--- src/design/tws_pkg.sv ---
package tws_pkg;
	localparam int PTR_W = 21;
	localparam int HOLD_N = 8;
	localparam int HOLD_SEL_W = 3;
	localparam logic [13:0] TABLE_WRITE_PREFIX = 14'h0003;
	localparam logic [6:0] TEST_SKIP_PREFIX = 7'h33;
	localparam logic [7:0] XOR_LITERAL_UPPER = 8'h0A;
	localparam logic [1:0] PTR_KEEP = 2'h0;
	localparam logic [1:0] PTR_POST_INC = 2'h1;
	localparam logic [1:0] PTR_POST_DEC = 2'h2;
	localparam logic [1:0] PTR_PRE_INC = 2'h3;
	localparam logic [7:0] IDX_LIMIT = 8'h5F;
	localparam logic [3:0] ACCESS_BANK = 4'h0;
	localparam logic [7:0] ACCESS_SPLIT = 8'h60;
	localparam logic [3:0] SFR_BANK = 4'hF;
	localparam logic [PTR_W-1:0] PTR_RESET = 21'h000000;
	localparam logic [7:0] W_RESET = 8'h00;
endpackage

--- src/design/tws_hold_mem.sv ---
module tws_hold_mem #(
	parameter int DEPTH = 8,
	parameter int AW = 3
) (
	input  wire logic          clk,
	input  wire logic          rst,
	input  wire logic          wr_en,
	input  wire logic [AW-1:0] wr_addr,
	input  wire logic [7:0]    wr_data,
	input  wire logic [AW-1:0] rd_addr,
	output logic      [7:0]    rd_data
);
	logic [7:0] mem_ff [DEPTH];
	logic [7:0] rd_data_ff;
	// contents only; committing to flash happens elsewhere
	always_ff @(posedge clk) begin
		if (wr_en) begin
			mem_ff[wr_addr] <= wr_data;
		end
	end
	always_ff @(posedge clk or posedge rst) begin
		if (rst) begin
			rd_data_ff <= 8'h00;
		end else begin
			rd_data_ff <= mem_ff[rd_addr];
		end
	end
	assign rd_data = rd_data_ff;
endmodule

--- src/design/tws_exec.sv ---
module tws_exec (
	clk,
	rst,
	instr_valid,
	instr,
	next_two_word,
	ext_set_en,
	bank_select_reg,
	file_rdata,
	table_latch,
	hold_rd_sel,
	file_raddr,
	file_idx_mode,
	stall,
	flush_next,
	w_reg,
	neg_flag,
	zero_flag,
	table_pointer,
	hold_rd_data
);
	input  wire logic                       clk;
	input  wire logic                       rst;
	input  wire logic                       instr_valid;
	input  wire logic [15:0]                instr;
	input  wire logic                       next_two_word;
	input  wire logic                       ext_set_en;
	input  wire logic [3:0]                 bank_select_reg;
	input  wire logic [7:0]                 file_rdata;
	input  wire logic [7:0]                 table_latch;
	input  wire logic [2:0]                 hold_rd_sel;
	output logic      [11:0]                file_raddr;
	output logic                            file_idx_mode;
	output logic                            stall;
	output logic                            flush_next;
	output logic      [7:0]                 w_reg;
	output logic                            neg_flag;
	output logic                            zero_flag;
	output logic      [tws_pkg::PTR_W-1:0]  table_pointer;
	output logic      [7:0]                 hold_rd_data;

	typedef enum logic [1:0] {EX_RUN, EX_TBL2, EX_SKIP1, EX_SKIP2} tws_state_t;

	tws_state_t                st_ff, nxt_st;
	logic [tws_pkg::PTR_W-1:0] ptr_ff, nxt_ptr;
	logic [7:0]                w_ff, nxt_w;
	logic                      n_ff, nxt_n;
	logic                      z_ff, nxt_z;
	logic [1:0]                mode_ff, nxt_mode;
	logic                      skip_two_ff, nxt_skip_two;
	logic                      hold_we;
	logic [tws_pkg::HOLD_SEL_W-1:0] hold_wa;
	logic                      taken;
	logic                      is_tbl_write, is_tst, is_xor;
	logic                      tst_hit;
	logic                      file_a;
	logic [7:0]                file_f;
	logic [7:0]                xor_res;

	// a word is taken only in the run state; the extra cycles ignore the fetch side
	assign taken = instr_valid && (st_ff == EX_RUN);
	assign file_f = instr[7:0];
	assign file_a = instr[8];

	assign is_tbl_write = taken && (instr[15:2] == tws_pkg::TABLE_WRITE_PREFIX);
	assign is_tst = taken && (instr[15:9] == tws_pkg::TEST_SKIP_PREFIX);
	assign is_xor = taken && (instr[15:8] == tws_pkg::XOR_LITERAL_UPPER);
	// skip only on a zero file byte
	assign tst_hit = is_tst && (file_rdata == 8'h00);
	assign xor_res = w_ff ^ instr[7:0];

	always_comb begin
		file_idx_mode = !file_a && ext_set_en && (file_f <= tws_pkg::IDX_LIMIT);
		if (file_a) begin
			file_raddr = {bank_select_reg, file_f};
		end else if (file_f < tws_pkg::ACCESS_SPLIT) begin
			file_raddr = {tws_pkg::ACCESS_BANK, file_f};
		end else begin
			// access addresses from 0x60 upward land in the special register bank
			file_raddr = {tws_pkg::SFR_BANK, file_f};
		end
	end

	// sequencer: which extra cycles follow a decode
	always_comb begin
		nxt_st = st_ff;
		nxt_mode = mode_ff;
		nxt_skip_two = skip_two_ff;
		unique case (st_ff)
			EX_RUN: begin
				if (is_tbl_write) begin
					// mode is kept for the post step in the second cycle
					nxt_mode = instr[1:0];
					nxt_st = EX_TBL2;
				end else if (tst_hit) begin
					nxt_skip_two = next_two_word;
					nxt_st = EX_SKIP1;
				end
			end
			EX_TBL2: begin
				// latch byte moves at the end of this cycle
				nxt_st = EX_RUN;
			end
			EX_SKIP1: begin
				// a two-word victim costs one more cycle
				nxt_st = skip_two_ff ? EX_SKIP2 : EX_RUN;
			end
			EX_SKIP2: begin
				// second nop cycle for the trailing word
				nxt_st = EX_RUN;
			end
		endcase
	end

	always_ff @(posedge clk or posedge rst) begin
		if (rst) begin
			st_ff <= EX_RUN;
			mode_ff <= tws_pkg::PTR_KEEP;
			skip_two_ff <= 1'b0;
		end else begin
			st_ff <= nxt_st;
			mode_ff <= nxt_mode;
			skip_two_ff <= nxt_skip_two;
		end
	end

	// fetch-side handshake is combinational so the discard hits the word already fetched
	always_comb begin
		// no new word is taken in an extra cycle
		stall = (st_ff != EX_RUN);
		flush_next = 1'b0;
		if (st_ff == EX_RUN) begin
			flush_next = tst_hit;
		end else if (st_ff == EX_SKIP1) begin
			// second word of a two-word victim goes too
			flush_next = skip_two_ff;
		end
		hold_wa = ptr_ff[tws_pkg::HOLD_SEL_W-1:0];
		// strobe reaches the holding store only
		hold_we = (st_ff == EX_TBL2);
	end

	// pointer: a pre-increment lands at decode, a post step at the same edge the byte moves to the old address
	always_comb begin
		nxt_ptr = ptr_ff;
		// full-width stepping, wraps at the top of the space
		if (is_tbl_write && (instr[1:0] == tws_pkg::PTR_PRE_INC)) begin
			nxt_ptr = ptr_ff + 21'h000001;
		end else if (st_ff == EX_TBL2) begin
			// a pre-increment already stepped at decode
			unique case (mode_ff)
				tws_pkg::PTR_POST_INC: nxt_ptr = ptr_ff + 21'h000001;
				tws_pkg::PTR_POST_DEC: nxt_ptr = ptr_ff - 21'h000001;
				default: nxt_ptr = ptr_ff;
			endcase
		end
	end

	always_ff @(posedge clk or posedge rst) begin
		if (rst) begin
			ptr_ff <= tws_pkg::PTR_RESET;
		end else begin
			ptr_ff <= nxt_ptr;
		end
	end

	// working register and flags: only the xor literal touches them
	always_comb begin
		nxt_w = w_ff;
		nxt_n = n_ff;
		nxt_z = z_ff;
		if (is_xor) begin
			nxt_w = xor_res;
			nxt_n = xor_res[7];
			nxt_z = (xor_res == 8'h00);
		end
	end

	always_ff @(posedge clk or posedge rst) begin
		if (rst) begin
			w_ff <= tws_pkg::W_RESET;
			n_ff <= 1'b0;
			z_ff <= 1'b0;
		end else begin
			w_ff <= nxt_w;
			n_ff <= nxt_n;
			z_ff <= nxt_z;
		end
	end

	tws_hold_mem #(
		.DEPTH(tws_pkg::HOLD_N),
		.AW   (tws_pkg::HOLD_SEL_W)
	) u_hold (
		.clk    (clk),
		.rst    (rst),
		.wr_en  (hold_we),
		.wr_addr(hold_wa),
		.wr_data(table_latch),
		.rd_addr(hold_rd_sel),
		.rd_data(hold_rd_data)
	);

	// bit zero is byte lane of the word
	assign table_pointer = ptr_ff;
	assign w_reg = w_ff;
	assign neg_flag = n_ff;
	assign zero_flag = z_ff;
endmodule

--- config.mk ---
export PLATFORM = sky130hd
export DESIGN_NAME = tws_exec
export DESIGN_NICKNAME = d
export VERILOG_FILES = /design/src/design/tws_pkg.sv /design/src/design/tws_hold_mem.sv /design/src/design/tws_exec.sv
export SDC_FILE = /design/constraint.sdc
export NUM_CORES = 1
export LEC_CHECK = 0
export ABC_AREA = 0
export BUFFER_PORTS_ARGS = -buffer_cell sky130_fd_sc_hd__buf_4
export CORE_MARGIN = 3
export CORE_UTILIZATION = 47
export DETAILED_ROUTE_END_ITERATION = 7
export PLACE_DENSITY = 0.7
export SLEW_MARGIN = 20
export SYNTH_ARGS = -nofsm -noshare
export SYNTH_HDL_FRONTEND = slang
export SYNTH_SLANG_ARGS = --single-unit
--- constraint.sdc ---
create_clock -name clk -period 7.1 [get_ports clk]
set_input_delay 1.42 -clock clk [delete_from_list [all_inputs] [get_ports clk]]
set_output_delay 1.42 -clock clk [all_outputs]
set_load 0.01 [all_outputs]
---- Word-level counts from Yosys, hierarchy flattened ----
Memory sizes are Yosys's and may differ from the RTL's. A register that Yosys moved wholly into a read port is not among the register bits.
Cells that the tools add are included.
storage, ports and cells
  output and inout port bits .............. 54
  memories kept ........................... 1
  register bits after elaboration ......... 36
  word-level logic and storage cells ...... 56
  input port bits ......................... 44
  memory bits (writable) .................. 64
memories
  name           words  width  rd ports  clocked after memory_dff  write ports  RTL line            text
  u_hold.mem_ff  8      8      1         1                         1            tws_hold_mem.sv:13  logic [7:0] mem_ff [DEPTH];
cells by class
  $lt $le $gt $ge ......................... 2
  $add $sub $neg .......................... 2
  equal/unequal tests ..................... 10
  bitwise operators ....................... 2
  multiplexer cells ....................... 13
  reduce and logical (&&, ||, !) cells .... 19
operator list
  kind                                                                           number
  21-bit two-way mux                                                             2
  21-bit case mux with 2 select lines                                            1
  12-bit two-way mux                                                             2
  21-bit by 1-bit adder with 21-bit output (second input constant)               1
  21-bit by 1-bit subtractor with 21-bit output (second input constant)          1
  8-bit zero test                                                                2
  14-bit by 2-bit == test with 1-bit output (second input constant)              1
  2-bit == test (second input constant)                                          4
  8-bit by 4-bit == test with 1-bit output (second input constant)               1
  8-bit by 7-bit <= comparator with 1-bit output (second input constant)         1
  1-bit logical AND                                                              8
  8-bit by 7-bit less-than comparator with 1-bit output (second input constant)  1
  8-bit bitwise XOR                                                              1
  7-bit by 6-bit == test with 1-bit output (second input constant)               1
  2-bit two-way mux                                                              3
  2-bit case mux with 3 select lines                                             1
  2-bit by 1-bit == test with 1-bit output (second input constant)               2
  1-bit two-way mux                                                              4
  2-bit AND reduction                                                            2
  2-bit nonzero test                                                             2
  3-bit != test (second input constant)                                          1
  3-bit AND reduction                                                            1
  3-bit nonzero test                                                             1
  2-bit zero test                                                                1
  other kinds (3)                                                                3

---- Longest topological paths before layout ----
  word-level depth ........................ 7
  mapped depth ............................ 9
  depth with buffers taken out ............ 8

---- Cells and area by module ----
A second synthesis with hierarchy kept.
second synthesis, totals
  cell total of the unflattened synthesis .. 352
  area, all modules ....................... 4914.7 sq um
modules (own cells, without submodules)
  module        area an instance (sq um)  seq. area each (sq um)  cells each  times used
  tws_hold_mem  2735.1                    2122.0                  115         1
  tws_exec      2179.6                    875.8                   237         1

---- Worst setup path after synthesis ----
No wires, ideal clock.
  path type ............................... input port to output port
  from .................................... input port instr[8]
  to ...................................... output port file_idx_mode
  setup slack ............................. 3.474 ns
  stages on the path ...................... 3
  path buffers ............................ 1
  arrival ................................. 2.206 ns
  cell sequence ........................... clkbuf_1 a211oi_1 and2_1
on the way
  word-level cells in the longest chain between the ends .. 3
ends and longest elaborated chain
  item                            RTL line        text
  from (decl)                     tws_exec.sv:25  input wire logic [15:0] instr;
  1-bit zero test                 tws_exec.sv:73  file_idx_mode = !file_a && ext_set_en && (file_f <= tws_pkg::IDX_LIMIT);
  1-bit logical AND (2 in a row)  tws_exec.sv:73
  to (decl)                       tws_exec.sv:33  output logic file_idx_mode;
Every way passes these cells.

---- Worst setup path in the final report ----
  from .................................... input port instr[12]
  to ...................................... output port flush_next
on the way
  word-level cells in the longest chain between the ends .. 4
ends and longest elaborated chain
  item                                      RTL line         text
  7-bit by 6-bit == test with 1-bit output  tws_exec.sv:66   assign is_tst = taken && (instr[15:9] == tws_pkg::TEST_SKIP_PREFIX);
  1-bit logical AND                         tws_exec.sv:66
  1-bit logical AND                         tws_exec.sv:69   assign tst_hit = is_tst && (file_rdata == 8'h00);
  1-bit two-way mux                         tws_exec.sv:132  if (st_ff == EX_RUN) begin
  to (decl)                                 tws_exec.sv:35   output logic flush_next;
Every way passes these cells.

==> metrics.txt <==
Post-synth EDFFs 64; maximum number of buffers from clock root to sink 2; number of sinks driven by the clock tree 107; largest clock skew in the final design 17.4 ps; dpl hpwl 6.74 mm; overall power 1.14 mW; Core ar. 9950 µm²; Syn-to-layout area delta 20.1%; first-pass GRT wire length 15.9 mm; type of origin of the critical path input pin; number of antenna violations at the first check in global routing 0; Synth warnings 0; hold-fix buffer count after cts 0; total of buffers placed on input and output ports 97; library cell with the largest summed area after synthesis edfxtp_1; Worst Tran Pin Value 970 ps; total placed cells including tap cells 559; final cell count without fillers 575; Final min period 3850 ps; Slew Limit Fails 0; clock latency at the later pin of the worst-skew pair 370 ps; antenna diode count 0; synthesized instance count 350; Post-Syn Nets 397; total via count after detailed routing 3107; maximum fanout along the worst path 3; Seq/Total Area, Yosys 0.612; starting utilization of the core area 0.492; CTS H-tree lvls 3; Setup Buffers After CTS 0; Synth top cells by count edfxtp_1, dfrtp_1, xor2_1; Setup Crit Path Kind input pin to output pin; register with the most flip-flops u_hold.mem_ff; Die Y-Extent 108 µm; clock slew at reported path FFs 90 ps; drt first pass iters 4; root buf cell clkbuf_8; layout cells sized above 1 0.362; #FFs+latches synth 107; Placement Setup Slack 3260 ps; setup repair after global routing missed its margin false; classification of the worst-slack hold path flip-flop to flip-flop; FMAX 260 MHz; static power due to leakage 2.43 nW; CTS Buf Count 9; global placement routability congestion 0.807; GRT Overall Usage 0.179; Maximum Capacitance Violations 0; P per Cell Area 194 nW/µm²; final antenna-violating net count 0; top-count cell post-synth edfxtp_1; IR Drop Worst-Case VDD 0.0000845 V; max-slew headroom at the worst pin 0.352; leftover overflow at the end of global routing 0; area share of the leading cell type in the synthesized netlist 0.393; fin crit share 0.542; Final #Nets 484; commonest register cell after synthesis edfxtp_1; Worst Slack Setup Final 3250 ps; DRC violation total after the first TritonRoute iteration 155; via count normalized by instance count 5.40; pin count of the biggest net entering global routing 44; io pins 98; final hold violations 0; die footprint 11700 µm²; number of global-route vias before repair 3040; sum of negative setup slack 0 ps; die extent in x 108 µm; capturing element type of the critical path output pin; average instance area after synthesis 14.0 µm²; number of rows created at floorplan 36; top cells by area in the synthesized netlist edfxtp_1, dfrtp_1, mux4_2; DRC 0; mean routed wirelength per cell 17.2 µm; netlist area before placement 4900 µm²; clock tree from TritonCTS yes; Arrival @ worst endpoint 2430 ps; Distinct cells, synth 43; worst endpoint required time 5680 ps; flip-flop count of the largest register after layout 64; final count of negative-setup-slack endpoints 0; result of the run completed; number of cells upsized or downsized after cts 0; final WL 9.89 mm; async set-reset flop share out of synthesis 0.402
-- critical path, cell delays in order --
cell      delay (ps)
buf_4            100
or2_1            240
nor4_1           240
nand4b_1         190
nand2_1          120
buf_4            120
-- power by group --
part	switching (mW)	internal, mW	leakage (nW)
Combinational	0.0388	0.0444	1.18
Clock	0.204	0.183	0.104
Sequential	0.00391	0.666	1.14
-- cell type report --
cell class | instances | area, µm²
Clock buffer | 11 | 151
Clock inverter | 5 | 58.8
Fill cell | 793 | 4080
Inverter | 12 | 45.0
Multi-Input combinational cell | 207 | 1710
Sequential cell | 107 | 3000
Tap cell | 133 | 166
Timing Repair Buffer | 100 | 751
-- layout by cell type, fill, tap and decap left out, types with 3 or more instances in the layout --
cell type  count
or4_4          3
and4_1         3
buf_4        100
ha_1           3
dfrtp_1       43
nand4_1        6
nor2_1        12
a21oi_1       17
clkbuf_8      11
xor2_1        27
nand4_2        3
nor3_1         7
mux2_2        10
nand3_1       12
xnor2_1       10
nor4_1         8
inv_1         11
a21oi_2        5
nand2_1       22
and3_1         4
or2_2          3
or4_1          9
nand2b_1       3
mux4_2        16
edfxtp_1      64
or3_1          7
-- per-stage QoR --
| step | util | instance area (µm²) | hold slack (ps) |
|---|---|---|---|
| after CTS | 0.590 | 5870 | 486 |
| after global routing | 0.590 | 5880 | 503 |
| after global placement | 0.569 | 5660 | 463 |
| after floorplan | - | 4900 | 480 |
| final | 0.590 | 5880 | 484 |
| after detailed placement | 0.569 | 5660 | 466 |
-- metal layers --
| metal | vias to the layer above | GRT usage | wire length, µm |
|---|---|---|---|
| met5 | - | 0 | 0 |
| met4 | 0 | 0.0496 | 33 |
| met3 | 2 | 0.0472 | 606 |
| met2 | 90 | 0.294 | 5050 |
| met1 | 1551 | 0.237 | 4200 |
| li1 | 1464 | - | - |
-- cell families after synthesis --
kind of cell | after synthesis | share of synthesized area
buffers and inverters | 36 | 0.0411
muxes | 28 | 0.101
xor gates and xnor gates | 37 | 0.0662
adders and majority gates | 3 | 0.00767
DFF | 107 | 0.612
and+or+nand+nor | 112 | 0.135
AOI/OAI and AO/OA | 27 | 0.0365
-- worst paths after layout --
kind                       slack (ps)                     startpoint  depth (start not counted)                            end
setup / recovery                 3250                      instr[12]                          6                     flush_next
hold / removal                    480  table_pointer[20]$_DFFE_PP0P_                          1  table_pointer[20]$_DFFE_PP0P_
setup reg to reg                 4360   table_pointer[0]$_DFFE_PP0P_                          8  table_pointer[20]$_DFFE_PP0P_
hold reg to reg                   480  table_pointer[20]$_DFFE_PP0P_                          1  table_pointer[20]$_DFFE_PP0P_
max in group asynchronous        5220                            rst                          2  table_pointer[13]$_DFFE_PP0P_
min in group asynchronous        1270                            rst                          2    u_hold.rd_data[6]$_DFF_PP0_
Power figures use the tool's default switching activity.
